===== config.mk =====
export PLATFORM = sky130hd
export DESIGN_NAME = pmct_core_timing
export DESIGN_NICKNAME = d
export VERILOG_FILES = /design/src/inc/pmct_pkg.sv /design/src/pmct_core_timing.sv /design/src/pmct_debug_port.sv
export SDC_FILE = /design/constraint.sdc
export NUM_CORES = 1
export LEC_CHECK = 0
export BUFFER_PORTS_ARGS = -buffer_cell sky130_fd_sc_hd__buf_2
export CAP_MARGIN = 30
export CORE_MARGIN = 3
export CORE_UTILIZATION = 45
export DETAILED_ROUTE_END_ITERATION = 16
export PLACE_DENSITY = 0.66
export SLEW_MARGIN = 30
export SYNTH_ARGS = -nofsm -noshare
export SYNTH_HDL_FRONTEND = slang
export SYNTH_SLANG_ARGS = --single-unit

===== constraint.sdc =====
create_clock -name i_clk_sys -period 7.4 [get_ports i_clk_sys]
set_input_delay 0.37 -clock i_clk_sys [delete_from_list [all_inputs] [get_ports i_clk_sys]]
set_output_delay 0.37 -clock i_clk_sys [all_outputs]
set_load 0.02 [all_outputs]

===== src/inc/pmct_pkg.sv =====
// shared constants and carrier types for the core timing controller
package pmct_pkg;

  // ----------------------------------------------------------------
  // clocking and sizes
  // ----------------------------------------------------------------
  localparam int unsigned PMCT_CLK_HZ      = 10_000_000;
  localparam int unsigned PMCT_FMAX_MHZ    = 25;
  localparam int unsigned PMCT_PEAK_MIPS   = 25;
  localparam int unsigned PMCT_MAX_CLOCKS  = 8;
  localparam int unsigned PMCT_IRAM_BYTES  = 256;
  localparam int unsigned PMCT_SFR_BYTES   = 128;
  localparam int unsigned PMCT_INSTR_COUNT = 109;
  localparam logic [15:0] PMCT_RESET_PC    = 16'h0000;
  localparam logic [15:0] PMCT_EXPANSION_RAM_TOP    = 16'h1000;
  localparam logic [3:0]  PMCT_XMOVE_CLKS  = 4'h3;
  localparam logic [3:0]  PMCT_CMOVE_CLKS  = 4'h3;
  localparam logic [3:0]  PMCT_MUL_CLKS    = 4'h4;
  localparam logic [3:0]  PMCT_DIV_CLKS    = 4'h8;
  localparam logic [3:0]  PMCT_RET_CLKS    = 4'h5;
  localparam logic [3:0]  PMCT_LJMP_CLKS   = 4'h4;
  localparam logic [3:0]  PMCT_AJMP_CLKS   = 4'h3;

  // ----------------------------------------------------------------
  // debug scan register layout
  // ----------------------------------------------------------------
  localparam int unsigned PMCT_DR_BITS  = 32;
  localparam int unsigned PMCT_DR_CMD   = 28;
  localparam int unsigned PMCT_DR_ADDR  = 8;
  localparam int unsigned PMCT_DR_DATA  = 0;
  localparam logic [4:0]  PMCT_TLR_TMS  = 5'h05;

  typedef enum logic [3:0] {
    PMCT_CMD_NOP   = 4'h0,
    PMCT_CMD_HALT  = 4'h1,
    PMCT_CMD_RUN   = 4'h2,
    PMCT_CMD_STEP  = 4'h3,
    PMCT_CMD_BRK   = 4'h4,
    PMCT_CMD_WATCH = 4'h5,
    PMCT_CMD_MRD   = 4'h6,
    PMCT_CMD_MWR   = 4'h7,
    PMCT_CMD_FWR   = 4'h8,
    PMCT_CMD_PC    = 4'h9
  } pmct_cmd_type;

  typedef enum logic [1:0] {
    PMCT_TGT_EXPANSION_RAM_ON  = 2'h0,
    PMCT_TGT_EXPANSION_RAM_OFF = 2'h1,
    PMCT_TGT_FLASH    = 2'h2
  } pmct_target_type;

  typedef struct packed {
    logic [1:0] bytes;
    logic [3:0] clocks;
    logic       cond_br;
    logic       xmove;
    logic       cmove;
  } pmct_timing_type;

  typedef struct packed {
    pmct_target_type target;
    logic [15:0]     addr;
    logic            wr;
    logic [7:0]      data;
  } pmct_xmove_type;

  typedef struct packed {
    pmct_cmd_type cmd;
    logic [15:0]  addr;
    logic [7:0]   data;
  } pmct_dbg_type;

endpackage


===== src/pmct_core_timing.sv =====
// instruction issue and retire timing, external-move routing, debug
`timescale 1ns/1ps
// How it works
// RULE_01: most instructions issue and retire within one or two clocks.
// RULE_02: no instruction is held for more than eight clocks.
// RULE_03: the sequencer runs from any clock up to 25 MHz, one per clock.
// RULE_04: the timing table covers 109 codes, 26 at one and 50 at two.
// RULE_05: opcodes keep their standard encoding; only timing is set here.
// RULE_06: every count is in single system clocks, no machine cycles.
// RULE_07: by default an instruction takes as many clocks as its bytes.
// RULE_08: a conditional branch not taken retires one clock earlier.
// RULE_09: the external move goes to on-chip RAM, off-chip RAM or flash.
// RULE_10: flash is read by the code move and written by the external move.
// RULE_11: a serial scan port lets a host program flash and drive debug.
// RULE_12: breakpoints, watchpoints, halt, run, step and memory access.
// RULE_13: debug uses its own memory port and no user resource.
// RULE_14: internal RAM is 256 bytes and the function space 128 bytes.
// RULE_15: the pointer-based external move is one byte and three clocks.
// RULE_16: reset drops the instruction in flight and fetches from zero.
module pmct_core_timing
  import pmct_pkg::*;
(
  input  wire logic          i_clk_sys,
  input  wire logic          i_rstn,
  input  wire logic          i_op_valid,
  input  wire logic [7:0]    i_opcode,
  input  wire logic          i_branch_taken,
  input  wire logic          i_pc_load,
  input  wire logic [15:0]   i_pc_target,
  input  wire logic [15:0]   i_xmove_addr,
  input  wire logic          i_xmove_wr,
  input  wire logic [7:0]    i_xmove_data,
  input  wire logic          i_flash_wr_en,
  input  wire logic [7:0]    i_dbg_rdata,
  input  wire logic          i_dbg_ack,
  input  wire logic          i_jtag_tck,
  input  wire logic          i_jtag_tms,
  input  wire logic          i_jtag_tdi,
  output logic [15:0]        o_fetch_pc,
  output logic               o_issue,
  output logic               o_retire,
  output logic               o_busy,
  output logic               o_xmove_valid,
  output pmct_xmove_type     o_xmove,
  output logic               o_cmove_rd,
  output logic               o_halted,
  output logic               o_dbg_req,
  output logic               o_dbg_wr,
  output logic               o_dbg_flash,
  output logic [15:0]        o_dbg_addr,
  output logic [7:0]         o_dbg_wdata,
  output logic               o_jtag_tdo
);

  // ----------------------------------------------------------------
  // opcode timing table
  // ----------------------------------------------------------------
  function automatic pmct_timing_type timing_of(input logic [7:0] op);
    pmct_timing_type t;
    t = '{bytes: 2'd1, clocks: 4'h1, cond_br: 1'b0, xmove: 1'b0,
          cmove: 1'b0};
    if (op[3]) begin
      t.bytes = 2'd1;
    end else if (op[3:1] == 3'b011) begin
      t.bytes  = 2'd1;
      t.clocks = 4'h2;
    end else if (op[3:0] == 4'h4 || op[3:0] == 4'h5) begin
      t.bytes  = 2'd2;
      t.clocks = 4'h2;
    end
    if (op[3:0] == 4'h1) begin
      t.bytes  = 2'd2;
      t.clocks = PMCT_AJMP_CLKS;
    end
    if (op == 8'ha4 || op == 8'h84) t.bytes = 2'd1;
    case (op)
      8'h02, 8'h12: begin
        t.bytes  = 2'd3;
        t.clocks = PMCT_LJMP_CLKS;
      end
      8'h22, 8'h32: t.clocks = PMCT_RET_CLKS;
      8'h80, 8'h73: t.clocks = {2'b00, t.bytes} + 4'h1;
      8'h10, 8'h20, 8'h30, 8'hd5, 8'hb4, 8'hb5,
      8'hb6, 8'hb7, 8'hb8, 8'hb9, 8'hba, 8'hbb,
      8'hbc, 8'hbd, 8'hbe, 8'hbf: begin
        t.bytes   = 2'd3;
        t.clocks  = 4'h4;
        t.cond_br = 1'b1;
      end
      8'h40, 8'h50, 8'h60, 8'h70, 8'hd8, 8'hd9,
      8'hda, 8'hdb, 8'hdc, 8'hdd, 8'hde, 8'hdf: begin
        t.bytes   = 2'd2;
        t.clocks  = 4'h3;
        t.cond_br = 1'b1;
      end
      8'h83, 8'h93: begin
        t.clocks = PMCT_CMOVE_CLKS;
        t.cmove  = 1'b1;
      end
      8'he0, 8'he2, 8'he3, 8'hf0, 8'hf2, 8'hf3: begin
        t.bytes  = 2'd1;
        t.clocks = PMCT_XMOVE_CLKS;
        t.xmove  = 1'b1;
      end
      8'ha4:   t.clocks = PMCT_MUL_CLKS;
      8'h84:   t.clocks = PMCT_DIV_CLKS;
      default: t.clocks = t.clocks;
    endcase
    if (!t.cond_br && op[3:0] != 4'h1 && t.clocks < {2'b00, t.bytes}) begin
      t.clocks = {2'b00, t.bytes};
    end
    return t;
  endfunction

  function automatic pmct_target_type route_of(input logic [15:0] a,
                                               input logic wr,
                                               input logic fl_en);
    if (wr && fl_en) return PMCT_TGT_FLASH;
    else if (a < PMCT_EXPANSION_RAM_TOP) return PMCT_TGT_EXPANSION_RAM_ON;
    else return PMCT_TGT_EXPANSION_RAM_OFF;
  endfunction

  // ----------------------------------------------------------------
  // issue and retire sequencer
  // ----------------------------------------------------------------
  pmct_timing_type dec;
  pmct_timing_type cur_q;
  logic            active_q;
  logic [3:0]      cyc_q;
  logic [3:0]      need;
  logic [15:0]     pc_q;
  logic            accept;
  logic            bp_hit;
  logic            halt_q, step_q, skip_q;
  logic            bp_en_q, wp_en_q, wp_pend_q;
  logic [15:0]     bp_q, wp_q;
  logic            dbg_valid;
  pmct_dbg_type    dbg_cmd;

  assign dec    = timing_of(i_opcode);                       // see RULE_05
  assign need   = cur_q.clocks -                             // see RULE_08
                  {3'h0, cur_q.cond_br && !i_branch_taken};
  assign o_retire = active_q && cyc_q == need;               // see RULE_06
  assign bp_hit = bp_en_q && pc_q == bp_q && !skip_q;
  assign accept = i_op_valid && !halt_q && !bp_hit &&
                  (!active_q || o_retire);                   // see RULE_01
  assign o_issue    = accept;
  assign o_busy     = active_q;
  assign o_fetch_pc = pc_q;
  assign o_halted   = halt_q;

  // reset flushes work in flight
  always_ff @(posedge i_clk_sys) begin
    if (!i_rstn) begin
      active_q <= 1'b0;                                      // see RULE_16
      cyc_q    <= 4'h0;
      cur_q    <= '0;
    end else if (accept) begin
      active_q <= 1'b1;
      cyc_q    <= 4'h1;                                      // see RULE_03
      cur_q    <= dec;                                       // see RULE_04
    end else if (o_retire) begin
      active_q <= 1'b0;
    end else if (active_q && cyc_q < PMCT_DIV_CLKS) begin
      cyc_q <= cyc_q + 4'h1;                                 // see RULE_02
    end
  end

  // program counter: advance by the bytes of each issued opcode
  always_ff @(posedge i_clk_sys) begin
    if (!i_rstn) begin
      pc_q <= PMCT_RESET_PC;                                 // see RULE_16
    end else if (dbg_valid && dbg_cmd.cmd == PMCT_CMD_PC && halt_q) begin
      pc_q <= dbg_cmd.addr;
    end else if (i_pc_load) begin
      pc_q <= i_pc_target;
    end else if (accept) begin
      pc_q <= pc_q + {14'h0000, dec.bytes};                  // see RULE_07
    end
  end

  // ----------------------------------------------------------------
  // external move routing and code move flash reads
  // ----------------------------------------------------------------
  always_ff @(posedge i_clk_sys) begin
    if (!i_rstn) begin
      o_xmove_valid <= 1'b0;
      o_xmove       <= '0;
      o_cmove_rd    <= 1'b0;
    end else begin
      o_xmove_valid <= accept && dec.xmove;                  // see RULE_15
      o_cmove_rd    <= accept && dec.cmove;                  // see RULE_10
      if (accept && dec.xmove) begin
        o_xmove.target <= route_of(i_xmove_addr, i_xmove_wr,
                                   i_flash_wr_en);           // see RULE_09
        o_xmove.addr   <= i_xmove_addr;
        o_xmove.wr     <= i_xmove_wr;
        o_xmove.data   <= i_xmove_data;
      end
    end
  end

  // ----------------------------------------------------------------
  // debug control
  // ----------------------------------------------------------------
  pmct_debug_port pmct_debug_port_inst (
    .i_clk_sys   (i_clk_sys),
    .i_rstn      (i_rstn),
    .i_jtag_tck  (i_jtag_tck),
    .i_jtag_tms  (i_jtag_tms),
    .i_jtag_tdi  (i_jtag_tdi),
    .i_resp      (o_dbg_wdata),
    .o_jtag_tdo  (o_jtag_tdo),
    .o_cmd_valid (dbg_valid),
    .o_cmd       (dbg_cmd)
  );                                                         // see RULE_11

  // halt on command, breakpoint, watchpoint or one clock after a single-stepped opcode issues
  always_ff @(posedge i_clk_sys) begin
    if (!i_rstn) begin
      halt_q <= 1'b0;
      step_q <= 1'b0;
      skip_q <= 1'b0;
    end else begin
      if (dbg_valid && dbg_cmd.cmd == PMCT_CMD_HALT) begin
        halt_q <= 1'b1;
      end else if (dbg_valid && dbg_cmd.cmd == PMCT_CMD_RUN) begin
        halt_q <= 1'b0;
        skip_q <= 1'b1;
      end else if (dbg_valid && dbg_cmd.cmd == PMCT_CMD_STEP) begin
        halt_q <= 1'b0;
        step_q <= 1'b1;
        skip_q <= 1'b1;
      end else if (bp_hit && !active_q) begin
        halt_q <= 1'b1;                                      // see RULE_12
      end else if (wp_pend_q && !active_q) begin
        halt_q <= 1'b1;
      end else if (accept && step_q) begin
        halt_q <= 1'b1;
        step_q <= 1'b0;
      end
      if (accept) skip_q <= 1'b0;
    end
  end

  // breakpoint and watchpoint comparators, programmed over the port
  always_ff @(posedge i_clk_sys) begin
    if (!i_rstn) begin
      bp_en_q   <= 1'b0;
      wp_en_q   <= 1'b0;
      bp_q      <= 16'h0000;
      wp_q      <= 16'h0000;
      wp_pend_q <= 1'b0;
    end else begin
      if (dbg_valid && dbg_cmd.cmd == PMCT_CMD_BRK) begin
        bp_q    <= dbg_cmd.addr;
        bp_en_q <= dbg_cmd.data[0];
      end
      if (dbg_valid && dbg_cmd.cmd == PMCT_CMD_WATCH) begin
        wp_q    <= dbg_cmd.addr;
        wp_en_q <= dbg_cmd.data[0];
      end
      if (accept && dec.xmove && wp_en_q && i_xmove_addr == wp_q) begin
        wp_pend_q <= 1'b1;
      end else if (halt_q) begin
        wp_pend_q <= 1'b0;
      end
    end
  end

  // private memory port for debug access, only while halted
  always_ff @(posedge i_clk_sys) begin
    if (!i_rstn) begin
      o_dbg_req   <= 1'b0;
      o_dbg_wr    <= 1'b0;
      o_dbg_flash <= 1'b0;
      o_dbg_addr  <= 16'h0000;
      o_dbg_wdata <= 8'h00;
    end else if (dbg_valid && halt_q &&
                 (dbg_cmd.cmd == PMCT_CMD_MRD ||
                  dbg_cmd.cmd == PMCT_CMD_MWR ||
                  dbg_cmd.cmd == PMCT_CMD_FWR)) begin
      o_dbg_req   <= 1'b1;                                   // see RULE_13
      o_dbg_wr    <= dbg_cmd.cmd != PMCT_CMD_MRD;
      o_dbg_flash <= dbg_cmd.cmd == PMCT_CMD_FWR;
      o_dbg_addr  <= dbg_cmd.addr;
      o_dbg_wdata <= dbg_cmd.data;
    end else if (o_dbg_req && i_dbg_ack) begin
      o_dbg_req <= 1'b0;
      if (!o_dbg_wr) o_dbg_wdata <= i_dbg_rdata;
    end
  end

  // ----------------------------------------------------------------
  // checks
  // ----------------------------------------------------------------
  max_cycles_a: assert property ( // see RULE_02
    @(posedge i_clk_sys) disable iff (!i_rstn)
    o_issue |-> ##[1:8] o_retire)
    else $error("instruction held beyond eight clocks");
  reset_pc_a: assert property ( // see RULE_16
    @(posedge i_clk_sys) disable iff (!i_rstn)
    !$past(i_rstn) |-> o_fetch_pc == 16'h0000 && !o_busy)
    else $error("fetch did not restart at zero");
  one_clk_a: assert property ( // see RULE_01
    @(posedge i_clk_sys) disable iff (!i_rstn)
    o_issue && dec.clocks == 4'h1 |=> o_retire)
    else $error("single clock op not retired next cycle");
  xmove_three_a: assert property ( // see RULE_15
    @(posedge i_clk_sys) disable iff (!i_rstn)
    o_issue && dec.xmove |=> !o_retire ##1 !o_retire ##1 o_retire)
    else $error("external move not three clocks");
  branch_len_a: assert property ( // see RULE_08
    @(posedge i_clk_sys) disable iff (!i_rstn)
    o_retire && cur_q.cond_br |->
      cyc_q == {2'b00, cur_q.bytes} + {3'h0, i_branch_taken})
    else $error("branch length wrong");
  bytes_len_a: assert property ( // see RULE_07
    @(posedge i_clk_sys) disable iff (!i_rstn)
    o_issue && dec.bytes == 2'd2 && !dec.cond_br && i_opcode[3:0] != 4'h1
      |-> dec.clocks >= 4'h2)
    else $error("clocks shorter than bytes");
  halt_still_a: assert property ( // see RULE_12
    @(posedge i_clk_sys) disable iff (!i_rstn)
    o_halted |-> !o_issue)
    else $error("issue while halted");
  flash_route_a: assert property ( // see RULE_10
    @(posedge i_clk_sys) disable iff (!i_rstn)
    o_xmove_valid && o_xmove.target == PMCT_TGT_FLASH |-> o_xmove.wr)
    else $error("flash read routed by external move");
  dbg_quiet_a: assert property ( // see RULE_13
    @(posedge i_clk_sys) disable iff (!i_rstn)
    $rose(o_dbg_req) |-> o_halted && !o_busy)
    else $error("debug access while running");

endmodule


===== src/pmct_debug_port.sv =====
// serial debug and programming port: synchronised pins, scan register
`timescale 1ns/1ps
module pmct_debug_port
  import pmct_pkg::*;
(
  input  wire logic         i_clk_sys,
  input  wire logic         i_rstn,
  input  wire logic         i_jtag_tck,
  input  wire logic         i_jtag_tms,
  input  wire logic         i_jtag_tdi,
  input  wire logic [7:0]   i_resp,
  output logic              o_jtag_tdo,
  output logic              o_cmd_valid,
  output pmct_dbg_type      o_cmd
);

  // ----------------------------------------------------------------
  // three-stage pin synchronisers, change accepted when the last two stages agree
  // ----------------------------------------------------------------
  logic [2:0] tck_q, tms_q, tdi_q;
  logic       tck_f_q, tms_f_q, tdi_f_q;
  logic       tck_rise;

  always_ff @(posedge i_clk_sys) begin
    if (!i_rstn) begin
      tck_q   <= 3'h0;
      tms_q   <= 3'h7;
      tdi_q   <= 3'h0;
      tck_f_q <= 1'b0;
      tms_f_q <= 1'b1;
      tdi_f_q <= 1'b0;
    end else begin
      tck_q <= {tck_q[1:0], i_jtag_tck};
      tms_q <= {tms_q[1:0], i_jtag_tms};
      tdi_q <= {tdi_q[1:0], i_jtag_tdi};
      if (tck_q[1] == tck_q[2]) tck_f_q <= tck_q[2];
      if (tms_q[1] == tms_q[2]) tms_f_q <= tms_q[2];
      if (tdi_q[1] == tdi_q[2]) tdi_f_q <= tdi_q[2];
    end
  end

  assign tck_rise = tck_q[1] && tck_q[2] && !tck_f_q;

  // ----------------------------------------------------------------
  // reduced scan controller
  // ----------------------------------------------------------------
  typedef enum logic [2:0] {
    S_RESET, S_IDLE, S_SELECT, S_CAPTURE, S_SHIFT, S_EXIT, S_UPDATE
  } pmct_scan_type;

  pmct_scan_type                st_q;
  logic [PMCT_DR_BITS-1:0]      dr_q;
  logic [4:0]                   tms_run_q;

  always_ff @(posedge i_clk_sys) begin
    if (!i_rstn) begin
      st_q      <= S_RESET;
      tms_run_q <= 5'h00;
    end else if (tck_rise) begin
      tms_run_q <= tms_f_q ? tms_run_q + 5'h01 : 5'h00;
      if (tms_f_q && tms_run_q >= PMCT_TLR_TMS - 5'h01) begin
        st_q <= S_RESET;
      end else begin
        case (st_q)
          S_RESET:   st_q <= tms_f_q ? S_RESET : S_IDLE;
          S_IDLE:    st_q <= tms_f_q ? S_SELECT : S_IDLE;
          S_SELECT:  st_q <= tms_f_q ? S_RESET : S_CAPTURE;
          S_CAPTURE: st_q <= tms_f_q ? S_EXIT : S_SHIFT;
          S_SHIFT:   st_q <= tms_f_q ? S_EXIT : S_SHIFT;
          S_EXIT:    st_q <= tms_f_q ? S_UPDATE : S_SHIFT;
          S_UPDATE:  st_q <= tms_f_q ? S_SELECT : S_IDLE;
          default:   st_q <= S_RESET;
        endcase
      end
    end
  end

  // scan register: capture answer, shift lsb first
  always_ff @(posedge i_clk_sys) begin
    if (!i_rstn) begin
      dr_q <= '0;
    end else if (tck_rise && st_q == S_CAPTURE) begin
      dr_q <= {24'h000000, i_resp};
    end else if (tck_rise && st_q == S_SHIFT) begin
      dr_q <= {tdi_f_q, dr_q[PMCT_DR_BITS-1:1]};
    end
  end

  // command pulse once per update, outputs from flops
  always_ff @(posedge i_clk_sys) begin
    if (!i_rstn) begin
      o_cmd_valid <= 1'b0;
      o_cmd       <= '0;
      o_jtag_tdo  <= 1'b0;
    end else begin
      o_cmd_valid <= tck_rise && st_q == S_EXIT && tms_f_q;
      if (tck_rise && st_q == S_EXIT && tms_f_q) begin
        o_cmd.cmd  <= pmct_cmd_type'(dr_q[PMCT_DR_CMD +: 4]);
        o_cmd.addr <= dr_q[PMCT_DR_ADDR +: 16];
        o_cmd.data <= dr_q[PMCT_DR_DATA +: 8];
      end
      o_jtag_tdo <= dr_q[0];
    end
  end

endmodule


=== After elaboration in Yosys (flattened, before gate mapping) ===
Index checks and enable logic that the tools add are counted.

* Equality and inequality tests: 75
* Order comparisons: 4
* Reduce and logical (&&, ||, !) cells: 75
* Add/subtract/negate cells: 5
* Muxes and demuxes: 51
* Bitwise operators: 4

{| class="wikitable"
|+ Operator list
! kind !! number
|-
| 8-bit equality test (second input constant) || 32
|-
| 16-bit 2-to-1 mux || 3
|-
| 8-bit by 7-bit equality test with 1-bit output (second input constant) || 5
|-
| 8-bit 2-to-1 mux || 5
|-
| 1-bit logical AND || 35
|-
| 16-bit equality test || 2
|-
| 8-bit by 6-bit equality test with 1-bit output (second input constant) || 4
|-
| 28-bit OR reduction || 1
|-
| 1-bit 2-to-1 mux || 27
|-
| 4-bit by 3-bit equality test with 1-bit output (second input constant) || 6
|-
| 4-bit one-hot mux with 5 select lines || 1
|-
| 20-bit OR reduction || 1
|-
| 19-bit OR reduction || 1
|-
| 6-bit 2-to-1 mux || 3
|-
| 18-bit OR reduction || 1
|-
| 16-bit by 2-bit adder with 16-bit output || 1
|-
| 8-bit by 5-bit equality test with 1-bit output (second input constant) || 2
|-
| 16-bit by 13-bit less-than comparator with 1-bit output (second input constant) || 1
|-
| 3-bit one-hot mux with 5 select lines || 1
|-
| 2-bit nonzero test || 7
|-
| 2-bit OR reduction || 7
|-
| 2-bit 2-to-1 mux || 6
|-
| 12-bit OR reduction || 1
|-
| 3-bit by 2-bit equality test with 1-bit output (second input constant) || 3
|-
| 32 further kinds || 58
|}

* Output and inout port bits: 77
* Bits in registers: 202
* Word-level logic and storage cells: 254
* Bits of input ports: 67

=== Depth between registers and ports, before layout ===
Gate-level depths: netlist of run 1.

* Depth in word-level cells: 14
* Depth in mapped cells: 14
* Mapped depth without buffers: 12

=== By module ===
From an unflattened synthesis of run 1, not the netlist that was laid out.

* Cells, all modules: 1095
* Area, all modules: 8982.4 um^2

{| class="wikitable"
|+ Modules (own cells, without submodules)
! module !! area each (um^2) !! seq. area each (um^2) !! cells each !! instances
|-
| pmct_core_timing || 5763.0 || 2402.3 || 727 || 1
|-
| pmct_debug_port || 3219.3 || 1641.6 || 368 || 1
|}

=== Worst setup path before layout of run 1 ===
No wires, ideal clock.

* Path type: input -> register
* From: input port i_opcode[7]
* To: register cur_q[4] in the netlist's numbering
* Setup slack: 4565 ps
* Required time: 7266 ps
* Stages on the path: 14
* Data arrival time: 2701 ps
* Setup time: 134 ps
* Buffers on the path: 2
* Path through: buf_2 > nor2b_1 > buf_2 > a211o_1 > inv_2 > ha_1 > a22oi_1 > o221ai_1 > ha_1 > a211oi_1 > nand2_1 > o31a_1 > a211oi_1 > a211oi_1

* Word-level cells in the longest chain between the ends: 8
* Elaborated cells on any way between the ends: 63
* Those cells by class: add/sub: 1; order compare: 1; eq/ne: 44; mux: 5; reduce/logical: 12

{| class="wikitable"
|+ Ends and longest elaborated chain
! element !! RTL line !! text
|-
| start, declared || pmct_core_timing.sv:26 || <nowiki>input wire logic [7:0] i_opcode,</nowiki>
|-
| 8-bit equality test || pmct_core_timing.sv:75, pmct_core_timing.sv:76 ||
|-
| 1-bit logical OR || pmct_core_timing.sv:75 || <nowiki>if (op == 8'ha4 || op == 8'h84) t.bytes = 2'd1;</nowiki>
|-
| 2-bit 2-to-1 mux || pmct_core_timing.sv:75 ||
|-
| 2-bit by 1-bit adder with 3-bit output || pmct_core_timing.sv:82 || <nowiki>8'h80, 8'h73: t.clocks = {2'b00, t.bytes} + 4'h1;</nowiki>
|-
| 4-bit one-hot mux with 5 select lines || pmct_core_timing.sv:76 || <nowiki>case (op)</nowiki>
|-
| 4-bit by 2-bit less-than comparator with 1-bit output || pmct_core_timing.sv:109 || <nowiki>if (!t.cond_br && op[3:0] != 4'h1 && t.clocks < {2'b00, t.bytes}) begin</nowiki>
|-
| 1-bit logical AND || pmct_core_timing.sv:109 ||
|-
| 4-bit 2-to-1 mux (*) || pmct_core_timing.sv:109 ||
|-
| end signal, assigned || pmct_core_timing.sv:157 || <nowiki>cur_q <= '0;</nowiki>
|-
| end signal, assigned || pmct_core_timing.sv:161 || <nowiki>cur_q <= dec;</nowiki>
|-
| end, declared || pmct_core_timing.sv:127 || <nowiki>pmct_timing_type cur_q;</nowiki>
|}

Every way passes the cells marked *; elsewhere a longest branch is shown, timed or not.
A chain may end at the register's enable or synchronous reset.

=== Worst setup path after layout of run 1 ===
* From: register cur_q[2] in the netlist's numbering
* To: register o_xmove[19] in the netlist's numbering

* Word-level cells in the longest chain between the ends: 7

{| class="wikitable"
|+ Ends and longest elaborated chain
! element !! RTL line !! text
|-
| 1-bit logical AND || pmct_core_timing.sv:142 || <nowiki>{3'h0, cur_q.cond_br && !i_branch_taken};</nowiki>
|-
| 4-bit by 1-bit subtractor with 4-bit output || pmct_core_timing.sv:141 || <nowiki>assign need = cur_q.clocks -</nowiki>
|-
| 4-bit equality test || pmct_core_timing.sv:143 || <nowiki>assign o_retire = active_q && cyc_q == need;</nowiki>
|-
| 1-bit logical AND || pmct_core_timing.sv:143 ||
|-
| 1-bit logical OR || pmct_core_timing.sv:146 || <nowiki>(!active_q || o_retire);</nowiki>
|-
| 1-bit logical AND || pmct_core_timing.sv:145 || <nowiki>assign accept = i_op_valid && !halt_q && !bp_hit &&</nowiki>
|-
| 1-bit logical AND || pmct_core_timing.sv:193 || <nowiki>if (accept && dec.xmove) begin</nowiki>
|-
| end, declared || pmct_core_timing.sv:44 || <nowiki>output pmct_xmove_type o_xmove,</nowiki>
|}

No other way between the ends.

==> impl_results.md, run 1 <==
- Status: complete, no violations
- Placed cell count: 1418
- Slew margin rel.: 0.4446
- Post-synthesis compound-gate area fraction: 0.1568
- Non-Filler Instances: 1458
- Post-synthesis mux area share: 0.01763
- Final Cycle Share: 0.4337
- Critical path fanouts, max: 27
- Number of global-route vias before repair: 7141
- Syn Nets: 1160
- Final hold violations: 0
- Final count of negative-setup-slack endpoints: 0
- Die height: 145.3 um
- Reg2reg path depth: 11
- Main combinational cell family by area after synthesis: simple AND/OR/NAND/NOR gates
- CP required: 7.74 ns
- Share of layout cells above drive strength 1: 0.1721
- Slack of the worst reg-to-reg path: 4.19 ns
- Ys async rst share: 0
- Drt first pass iters: 5
- Via Count: 7737
- Core Area: 18890 sq um
- Synth warn: 0
- CTS Sinks: 202
- Clk_lat worst skew: 0.51 ns
- R2r endpoint: o_xmove[19]$_SDFFE_PN0P_
- Most common cell after layout, fill and taps aside: nand2_1
- Worst Setup Start Kind: register
- Leak pwr: 3.889 nW
- DRT iter0 DRCs: 514
- H-tree depth: 1
- RSZ-0062 raised after global routing: no
- Least-Margin Pin Slew: 0.8307 ns
- Simple-gate share of the synthesized area: 0.2450
- WHS Path Cells: 2
- Setup CP Type: register to register
- Post-Syn Area: 8727 sq um
- Setup_tns: 0 ns
- CTS clock-pin slew for the worst setup and hold paths: 0.06 ns
- Ports: 144
- Clock skew: 0.02384 ns
- GRT overflow: 0
- CTS max path bufs: 3
- Post-synth EDFFs: 0
- Post-synth cell types: 64
- Register area share after synthesis: 0.4634
- DR WL/cell: 15.60 um
- Post-CTS sizing: 0
- Final Wtd Congestion: 0.8878
- Initial antenna violation count: 1
- Post-placement setup slack: 3.933 ns
- Logic pwr share: 0.073
- Die Wd: 145.3 um
- R2R Path Start: cur_q[2]$_SDFFE_PN0P_
- Synth Register Bits: 202
- CTS tree: built
- First-pass GRT wire length: 37240 um
- Worst vdd ir: 0.1355 mV
- Fin util: 0.5427
- Num CTS Buffers: 23
- Most frequent cells in the layout: nand2_1 (299), dfxtp_1 (202), a21oi_1 (155)
- Worst hold path type: input port to register
- Area share of fa/ha/maj cells after synthesis: 0.01663
- # DRC: 0
- Final wirelength: 22750 um
- Slew Limit Fails: 0
- Final Power: 2.357 mW
- Routed Antenna Nets: 0
- Crit end category: register
- Hold_buf cts: 0
- NetSw: 0.5565 mW
- PwrDens: 229.9 nW/um^2
- XOR/XNOR Fraction of Synth Area: 0.05921
- Internal: 1.800 mW
- All-Layer GR Usage: 0.2070
- Ys flop type: dfxtp_1
- CTS root buf: clkbuf_16
- Die footprint: 21100 sq um
- Avg Cell Area, Syn: 8.066 sq um
- IO Port Bufs: 143
- Setup bufs post-CTS: 0
- Smallest hold slack: 0.04098 ns
- Largest net degree at the start of global routing: 79
- Switching Fraction: 0.2361
- Area after DPL: 9532 sq um
- Clk pwr share: 0.452
- Final Cell Area: 10250 sq um
- Seq pwr share: 0.475
- Initial Util: 0.4619
- Worst hold path startpoint: i_jtag_tms
- Via-to-Cell Ratio: 5.307
- Max-Cap Viols: 0
- Peak Freq: 311.6 MHz
- Min Tclk post-route: 3.210 ns
- # rows: 50
- Hpwl dp: 15450 um
- Cells after Synth: 1082
- Worst path arrival time: 3.55 ns
- Final #Nets: 1262
- Final worst slack: 4.190 ns
- Hold Path Sink: pmct_debug_port_inst.tms_q[0]$_SDFF_PN1_
- Area Overhead vs Synth: 17.49%
[synthesized netlist by cell type, drive strengths merged (4+ instances only)]
master | instances | share of area
nand4 | 15 | 0.011
clkbuf | 58 | 0.025
a21oi | 155 | 0.089
ha | 10 | 0.014
buf | 15 | 0.011
inv | 12 | 0.0052
and3 | 9 | 0.0065
xnor2 | 39 | 0.039
o211ai | 7 | 0.0060
o21ai | 14 | 0.0080
nand2b | 8 | 0.0057
o2bb2ai | 4 | 0.0040
a211oi | 14 | 0.012
nor2 | 51 | 0.022
dfxtp | 202 | 0.46
nor3 | 18 | 0.011
xor2 | 20 | 0.020
a311oi | 5 | 0.0050
nand3b | 9 | 0.0077
nand2 | 299 | 0.13
a22oi | 4 | 0.0034
mux2i | 12 | 0.014
nor2b | 12 | 0.0086
and2 | 8 | 0.0057
nand3 | 19 | 0.011
nor4 | 13 | 0.012
[power groups by stage]
stage	combinational [mW]	clock [mW]	sequential, mW
3_5_place_dp	0.170	0	1.14
4_1_cts	0.172	1.09	1.12
3_3_place_gp	0.168	0	1.14
6_report	0.171	1.07	1.12
2_1_floorplan	0.109	0	1.15
5_1_grt	0.190	1.13	1.12
[flip-flops by register name (all words and copies together) (netlist names), 3 cells and up]
register                        flops
pmct_debug_port_inst.dr_q          32
pmct_debug_port_inst.o_cmd         28
o_xmove                            27
bp_q                               16
o_dbg_addr                         16
o_fetch_pc                         16
wp_q                               16
o_dbg_wdata                         8
cur_q                               5
pmct_debug_port_inst.tms_run_q      5
cyc_q                               4
pmct_debug_port_inst.st_q           3
pmct_debug_port_inst.tck_q          3
pmct_debug_port_inst.tdi_q          3
pmct_debug_port_inst.tms_q          3
[cells by family (layout without fill, tap and decap cells)]
family / Yosys count / count (layout)
other cells: 0 / 1
compound gates: 232 / 232
simple gates: 477 / 477
buf+inv: 86 / 201
mux: 15 / 15
xor+xnor: 59 / 59
flops: 202 / 202
fa+ha+maj: 11 / 11
[layer usage]
layer  vias to the layer above  track usage  part of all wire
li1                       3884            -                 -
met1                      3635       0.2910              0.46
met2                       189       0.3382              0.47
met3                        29      0.03154             0.055
met4                         0      0.04558             0.015
met5                         -            0                 0
[worst max-delay path, stage by stage, from the launching register on]
cell and delay (ns):
dfxtp_1 0.30, nor2b_1 0.13, ha_1 0.19, ha_1 0.19, xor2_1 0.15, xnor2_1 0.23, a41oi_2 0.20, a211o_4 0.43
clkinv_2 0.23, nand4_2 0.62, nand2_1 0.27, a21oi_1 0.09
[area by class of cell]
cell class / count / area, sq um
timing repair buffer: 150 / 772.0
sequential: 202 / 4044
clock buffer: 29 / 628.1
multi-input combinational: 794 / 4350
inverter: 13 / 52.55
fill: 1878 / 8640
antenna: 1 / 2.502
tap: 260 / 325.3
clock inverter: 9 / 78.83
[how the worst max path moves through the flow]
stage	start	to	cells past startpoint
after floorplan	i_opcode[7]	cur_q[4]$_SDFFE_PN0P_	14
after global placement	i_branch_taken	o_xmove[26]$_SDFFE_PN0P_	12
after detailed placement	i_branch_taken	o_xmove[26]$_SDFFE_PN0P_	12
after CTS	cur_q[2]$_SDFFE_PN0P_	o_xmove[26]$_SDFFE_PN0P_	11
after global routing	cur_q[2]$_SDFFE_PN0P_	o_xmove[9]$_SDFFE_PN0P_	11
final	cur_q[2]$_SDFFE_PN0P_	o_xmove[19]$_SDFFE_PN0P_	11
Power figures use the tool's default switching activity.
==> run 2, diff against run 1 <==
Settings changed: PLACE_DENSITY 0.66 to 0.69.
Clock period 7.4 ns to 2.6 ns, I/O delays scaled along.
==> run 2 against run 1 <==
Net effect:
- critical path depth is 1 higher
- setup slack worse by 4.1 ns
- clock skew is 0.0076 ns lower
- sequential power grew to 2.8 times the previous value
- fmax is 27% higher
- largest cell class unchanged
- cell count is 6.4% higher
- critical endpoint is now o_xmove[23]$_SDFFE_PN0P_
- total power grew to 2.9 times the previous value
- die area stayed put
- first-iteration DRC count is 22% higher
- global-route usage is 1.0 points higher
- clock-buffer cell count is 4 higher
==> impl_results.md, run 2 (synthesis gave the netlist of run 1 again) <==
- Status: complete, no violations
- Switching Fraction: 0.2323 (-0.003818)
- H-tree depth: 1 (unchanged)
- Slew margin rel.: 0.5559 (+0.1112)
- Share of layout cells above drive strength 1: 0.2194 (+0.04728)
- Final hold violations: 0 (unchanged)
- Final Wtd Congestion: 0.8327 (-6.2%)
- CTS Sinks: 202 (unchanged)
- Initial Util: 0.4619 (unchanged)
- Initial antenna violation count: 1 (unchanged)
- Seq pwr share: 0.460 (-0.015)
- Area after DPL: 9863 sq um (+3.5%)
- Logic pwr share: 0.096 (+0.023)
- # rows: 50 (unchanged)
- CTS max path bufs: 3 (unchanged)
- Largest Register: pmct_debug_port_inst.dr_q
- Most frequent cells in the layout: nand2_1 (292), dfxtp_1 (201), a21oi_1 (143)
- Slew Limit Fails: 0 (unchanged)
- Final Cycle Share: 0.9710 (+0.5373)
- Critical path fanouts, max: 7 (-74%)
- Final Power: 6.912 mW (+190%)
- Clock skew: 0.01621 ns (-0.007634 ns)
- Via-to-Cell Ratio: 5.309 (about the same)
- Placed cell count: 1460 (+3.0%)
- Drt first pass iters: 5 (unchanged)
- Largest regs: pmct_debug_port_inst.dr_q: 32 flops, pmct_debug_port_inst.o_cmd: 28 flops, o_xmove: 27 flops
- Core Area: 18890 sq um (unchanged)
- Num CTS Buffers: 22 (-4.3%)
- CP required: 3.02 ns (-4.72 ns)
- Final #Nets: 1353 (+7.2%)
- Setup CP Type: register to register
- CTS root buf: clkbuf_16
- WHS Path Cells: 4 (+2)
- CTS clock-pin slew for the worst setup and hold paths: 0.06 ns (about the same)
- NetSw: 1.606 mW (+190%)
- Ports: 144 (unchanged)
- First-pass GRT wire length: 39060 um (+4.9%)
- All-Layer GR Usage: 0.2175 (+0.01048)
- Die Wd: 145.3 um (unchanged)
- Hpwl dp: 16320 um (+5.6%)
- Clk_lat worst skew: 0.50 ns (about the same)
- Worst hold path type: input port to register
- Worst Setup Start Kind: register
- Die footprint: 21100 sq um (unchanged)
- Most common cell after layout, fill and taps aside: nand2_1
- Worst path arrival time: 2.94 ns (-0.61 ns)
- PwrDens: 611.9 nW/um^2 (+170%)
- DR WL/cell: 15.82 um (+1.4%)
- IO Port Bufs: 143 (unchanged)
- Leak pwr: 4.374 nW (+12%)
- GRT overflow: 0 (unchanged)
- Min Tclk post-route: 2.525 ns (-0.6850 ns)
- Fillcell total: 1697 (-9.6%)
- Routed Antenna Nets: 0 (unchanged)
- Reg2reg path depth: 12 (+1)
- Largest net degree at the start of global routing: 63 (-20%)
- Non-Filler Instances: 1551 (+6.4%)
- Worst vdd ir: 0.4026 mV (+200%)
- CTS tree: built
- Final wirelength: 24530 um (+7.8%)
- DRT iter0 DRCs: 626 (+22%)
- Least-Margin Pin Slew: 0.6662 ns (-0.1645 ns)
- Peak Freq: 396.1 MHz (+27%)
- Die height: 145.3 um (unchanged)
- Area Overhead vs Synth: 29.43%
- Final Cell Area: 11300 sq um (+10%)
- Final count of negative-setup-slack endpoints: 0 (unchanged)
- # DRC: 0 (unchanged)
- Flip-flop count of the largest register after layout: 32 (unchanged)
- Internal: 5.307 mW (+190%)
- Crit end category: register
- Clk pwr share: 0.444 (-0.008)
- Via Count: 8234 (+6.4%)
- Max-Cap Viols: 0 (unchanged)
- Number of global-route vias before repair: 7723 (+8.2%)
- Smallest hold slack: 0.01549 ns (-0.02549 ns)
run 2: final cells by class:
cell class	count	area, sq um	share of cell area
multi-input cells	794	4489	0.3974
flip-flops and latches	202	4045	0.3581
repair buffers	242	1657	0.1467
clock buffers	33	663.1	0.05871
well taps	260	325.3	0.02880
clock inverters	6	57.56	0.005095
inverters	13	56.30	0.004985
diodes	1	2.502	0.0002215
run 2: stage by stage:
stage / setup TNS (ns) / utilization / setup WS [ns]
floorplan: 0 / - / 0.005022
global placement: -0.02983 / 0.5221 / -0.01746
detailed placement: -0.1301 / 0.5221 / -0.06182
CTS: -0.002681 / 0.5897 / -0.002681
global route: -0.01084 / 0.5979 / -0.01084
finish: 0 / 0.5979 / 0.07543
run 2: timing repair:
item                       4_1_cts  5_1_grt
setup endpoints to repair       28       42
pin swaps                        5       21
hold buffers                    43        0
hold endpoints to repair        45        0
resized for setup               15       25
buffers inserted                 5        0
cloned                           0        3
run 2: power by group through the flow:
stage / Clock, mW / Combinational [mW] / Sequential, mW
2_1_floorplan: 0 / 0.312 / 3.27
4_1_cts: 3.13 / 0.644 / 3.18
6_report: 3.07 / 0.662 / 3.18
5_1_grt: 3.26 / 0.715 / 3.19
3_3_place_gp: 0 / 0.538 / 3.25
3_5_place_dp: 0 / 0.544 / 3.25
run 2: critical path: stages, from the launching register on:
cell	delay, ns
dfxtp_2	0.31
nor2b_4	0.13
ha_4	0.16
ha_4	0.25
xor2_1	0.22
a41oi_2	0.17
a211o_4	0.33
clkinv_4	0.07
buf_12	0.10
and4_4	0.29
buf_6	0.16
nand2_1	0.07
a21oi_1	0.18
run 2: path summary, 6_finish.rpt:
kind                                                  from                                        to  slack [ns]
setup reg to reg                     cur_q[2]$_SDFFE_PN0P_                  o_xmove[23]$_SDFFE_PN0P_        0.08
hold reg to reg   pmct_debug_port_inst.tms_q[0]$_SDFF_PN1_  pmct_debug_port_inst.tms_q[1]$_SDFF_PN1_        0.41
hold / removal                              i_pc_target[8]                o_fetch_pc[8]$_SDFFE_PN0P_        0.02
setup / recovery                     cur_q[2]$_SDFFE_PN0P_                  o_xmove[23]$_SDFFE_PN0P_        0.08
run 2: layer usage:
metal,up-vias,GRT usage,part of all wire
li1,4065,-,-
met1,3884,0.2962,0.45
met2,245,0.3611,0.48
met3,40,0.03310,0.056
met4,0,0.05935,0.018
met5,-,0,0
==> run 3, diff against run 2 <==
Settings changed: PLACE_DENSITY 0.69 to 0.68, SYNTH_HIERARCHICAL from default to 1.
==> run 3 against run 2 <==
Net effect:
- clock skew fell by 0.0063 ns
- final area up 4.4%
- register-to-register slack worse by 0.19 ns
- total power increased by 2.8%
- die area rose by 2.8%
- largest power group unchanged
- sequential power barely moved
- sequential share of layout area down 1.5 points
- setup slack got worse by 0.19 ns
- the flow now finishes with violations (negative setup slack)
- first-iteration DRC count rose by 25%
- clock power is essentially flat
- non-clock buffer count rose by 17
==> impl_results.md, run 3 <==
- Status: finished with violations
- Violated checks: negative setup slack
- Via Count: 8781 (+6.6%)
- Final worst slack: -0.1110 ns (-0.1865 ns)
- CTS Sinks: 202 (unchanged)
- Largest Register: pmct_debug_port_inst/dr_q
- Smallest hold slack: 0.01869 ns (+0.003197 ns)
- Most common library cells after synthesis: dfxtp_1 (202), nand2_1 (154), a21oi_1 (138), nand3_1 (103), o21ai_0 (90)
- Core Area: 19530 sq um (+3.4%)
- Worst hold path startpoint: i_dbg_rdata[0]
- R2R Path Start: cur_q[2]$_SDFFE_PN0P_
- CTS max path bufs: 3 (unchanged)
- Slowest stage cell, crit path: dfxtp_2
- R2r endpoint: o_xmove[10]$_SDFFE_PN0P_
- Critical path's largest stage delay: 0.32 ns (about the same)
- CP cell instances: nor2b_4 > ha_4 > ha_4 > xnor2_4 > buf_6 > nor4_4 > a221oi_4 > a21oi_4 > buf_6 > nand2_4 > clkinv_4 > buf_6
- Fin util: 0.6040 (+0.006117)
- Die Wd: 147.3 um (+1.4%)
- Hold Path Sink: o_dbg_wdata[0]$_SDFFE_PN0P_
- GRT overflow: 0 (unchanged)
- Top delay family on crit path: simple AND/OR/NAND/NOR gates
- Reg2reg path depth: 15 (+3)
- Area Overhead vs Synth: 31.30%
- Worst path bufs/invs: 4 (+1)
- Final wirelength: 26180 um (+6.7%)
- Ys flop type: dfxtp_1
- Min Tclk post-route: 2.711 ns (+0.1865 ns)
- CP required: 2.47 ns (-0.55 ns)
- CTS root buf: clkbuf_16
- Clock skew: 0.009931 ns (-0.006275 ns)
- Cells after Synth: 1095 (+1.2%)
- Share of layout cells above drive strength 1: 0.2395 (+0.02013)
- # DRC: 0 (unchanged)
- Yosys top cell by area: dfxtp_1
- Slew margin rel.: 0.5726 (+0.01673)
- Final Power: 7.104 mW (+2.8%)
- Critical path fanouts, max: 2 (-5)
- Most used cell, CP: buf_6
- CTS clock-pin slew for the worst setup and hold paths: 0.06 ns (about the same)
- Most common cell after layout, fill and taps aside: dfxtp_1
- Synth warn: 6 (+6)
- RSZ-0062 raised after global routing: yes
- WHS Path Cells: 3 (-1)
- Yosys top cell area share: 0.4502 (-0.01317)
- Final count of negative-setup-slack endpoints: 29 (+29)
- Peak Freq: 368.9 MHz (-6.9%)
- Top cells by area, synth: dfxtp_1 (45%), a21oi_1 (7.7%), nand2_1 (6.4%)
- First-pass GRT wire length: 41230 um (+5.6%)
- # rows: 51 (+2.0%)
- Avg Cell Area, Syn: 8.203 sq um (+1.7%)
- Most frequent cells in the layout: dfxtp_1 (201), nand2_1 (154), buf_2 (141)
- Worst Setup Start Kind: register
- Least-Margin Pin Slew: 0.6411 ns (-0.02509 ns)
- Die height: 147.3 um (+1.4%)
- Slew Limit Fails: 0 (unchanged)
- Syn Nets: 1173 (+1.1%)
- Hpwl dp: 16770 um (+2.8%)
- Initial Util: 0.4600 (-0.001905)
- Ports: 144 (unchanged)
- DR WL/cell: 16.61 um (+5.0%)
- DRT iter0 DRCs: 782 (+25%)
- CTS tree: built
- Setup CP Type: register to output pin
- Routed Antenna Nets: 0 (unchanged)
- H-tree depth: 1 (unchanged)
- Number of global-route vias before repair: 8065 (+4.4%)
- Post-Syn Area: 8982 sq um (+2.9%)
- Worst hold path type: input port to register
- Drt first pass iters: 5 (unchanged)
- Final hold violations: 0 (unchanged)
- Final #Nets: 1374 (+1.6%)
- Num CTS Buffers: 23 (+4.5%)
- Final Wtd Congestion: 0.8602 (+3.3%)
- Flip-flop count of the largest register after layout: 32 (unchanged)
- Initial antenna violation count: 0 (-1)
- Largest net degree at the start of global routing: 61 (-3.2%)
- Post-synth EDFFs: 0 (unchanged)
- All-Layer GR Usage: 0.2269 (+0.009371)
- PwrDens: 602.4 nW/um^2 (-1.6%)
- Synth Register Bits: 202 (unchanged)
- Leak pwr: 4.574 nW (+4.6%)
- Slack of the worst reg-to-reg path: -0.11 ns (-0.19 ns)
- Worst vdd ir: 0.4873 mV (+21%)
- IO Port Bufs: 143 (unchanged)
- Register area share after synthesis: 0.4502 (-0.01317)
- Ys async rst share: 0 (unchanged)
- Post-synth cell types: 70 (+9.4%)
- Die footprint: 21690 sq um (+2.8%)
- Via-to-Cell Ratio: 5.572 (+5.0%)
- Crit end category: output pin
- Clk_lat worst skew: 0.50 ns (about the same)
- Worst path arrival time: 2.58 ns (-0.36 ns)
- Final Cycle Share: 1.043 (+0.07172)
- Max-Cap Viols: 0 (unchanged)
- N_diodes: 0 (-1)
- Largest regs: pmct_debug_port_inst/dr_q: 32 flops, pmct_debug_port_inst/o_cmd: 28 flops, o_xmove: 27 flops
- Most numerous cell in the Yosys netlist: dfxtp_1
[run 3: cell types whose count changed after synthesis, sizes merged, moves of 7 or more]
| cell | previous run | this run |
|---|---|---|
| nand2 | 299 | 155 |
| nand3 | 19 | 104 |
| o21ai | 14 | 99 |
| a21oi | 155 | 139 |
| buf | 15 | 30 |
| nor2 | 51 | 41 |
| nor4 | 13 | 4 |
| or3 | 1 | 9 |
| and3 | 9 | 16 |
| o22ai | 3 | 10 |
[run 3: worst max path at each step]
stage	depth (start not counted)	startpoint	slack, ns	endpoint
floorplan	13	i_opcode[6]	-0.05	o_fetch_pc[7]$_SDFFE_PN0P_
global placement	13	i_opcode[7]	-0.13	o_fetch_pc[10]$_SDFFE_PN0P_
finish	12	cur_q[2]$_SDFFE_PN0P_	-0.11	o_issue
global route	15	cur_q[2]$_SDFFE_PN0P_	-0.23	o_xmove[14]$_SDFFE_PN0P_
CTS	12	cur_q[2]$_SDFFE_PN0P_	-0.02	o_issue
detailed placement	13	i_opcode[7]	-0.19	o_fetch_pc[10]$_SDFFE_PN0P_
[run 3: where the power goes]
part	switching [mW]	internal, mW	total (mW)
Sequential	0.0590	3.14	3.20
Combinational	0.410	0.395	0.805
Clock	1.25	1.85	3.10
Total	1.72	5.39	7.10
[run 3: cell type report]
cell class                 instances  area [sq um]
tap                              265         331.6
fill                            1735          7732
multi-input combinational        794          4800
sequential                       202          4045
clock buffer                      36         704.4
timing repair buffer             259          1822
clock inverter                     4         26.28
inverter                          16         65.06
[run 3: tightest hold or removal path, delay by kind of cell]
kind | cells | cell delay, ns
multiplexers | 1 | 0.15
AO/OA/AOI/OAI | 1 | 0.09
buffers and inverters | 1 | 0.09
[run 3: kinds of logic (layout without fill, tap and decap cells)]
kind of cell,count (synthesis),after routing,share of synthesized area
buffers and inverters,99,315,0.04820
flip-flops,202,202,0.4502
adder cells (fa/ha/maj),11,11,0.01616
AND/OR/NAND/NOR,418,418,0.2290
AO/OA/AOI/OAI,301,301,0.1922
multiplexers,13,13,0.01449
XOR/XNOR,51,51,0.04973
[run 3: metal layers]
layer,part of all wire,GRT usage,up-vias
met5,0,0,-
met4,0.019,0.05638,0
met3,0.055,0.02714,40
met2,0.48,0.3804,278
met1,0.44,0.3138,4179
li1,-,-,4284
[run 3: repair_timing]
item / 4_1_cts / 5_1_grt
gates resized for setup: 25 / 66
setup buffers: 9 / 7
cloned: 1 / 1
pin swaps: 6 / 19
hold buffers: 42 / 0
hold endpoints to repair: 43 / 0
endpoints found under the setup margin: 33 / 51
[run 3: stage by stage]
step	setup WS, ns	TNS [ns]	cell area [sq um]	instances
final	-0.1110	-0.8135	11790	1576
after global routing	-0.2268	-6.085	11790	1576
after CTS	-0.02422	-0.1240	11540	1569
after detailed placement	-0.1938	-2.405	10160	1477
after global placement	-0.1334	-1.069	10160	1477
after floorplan	-0.05490	-0.05490	9015	1095
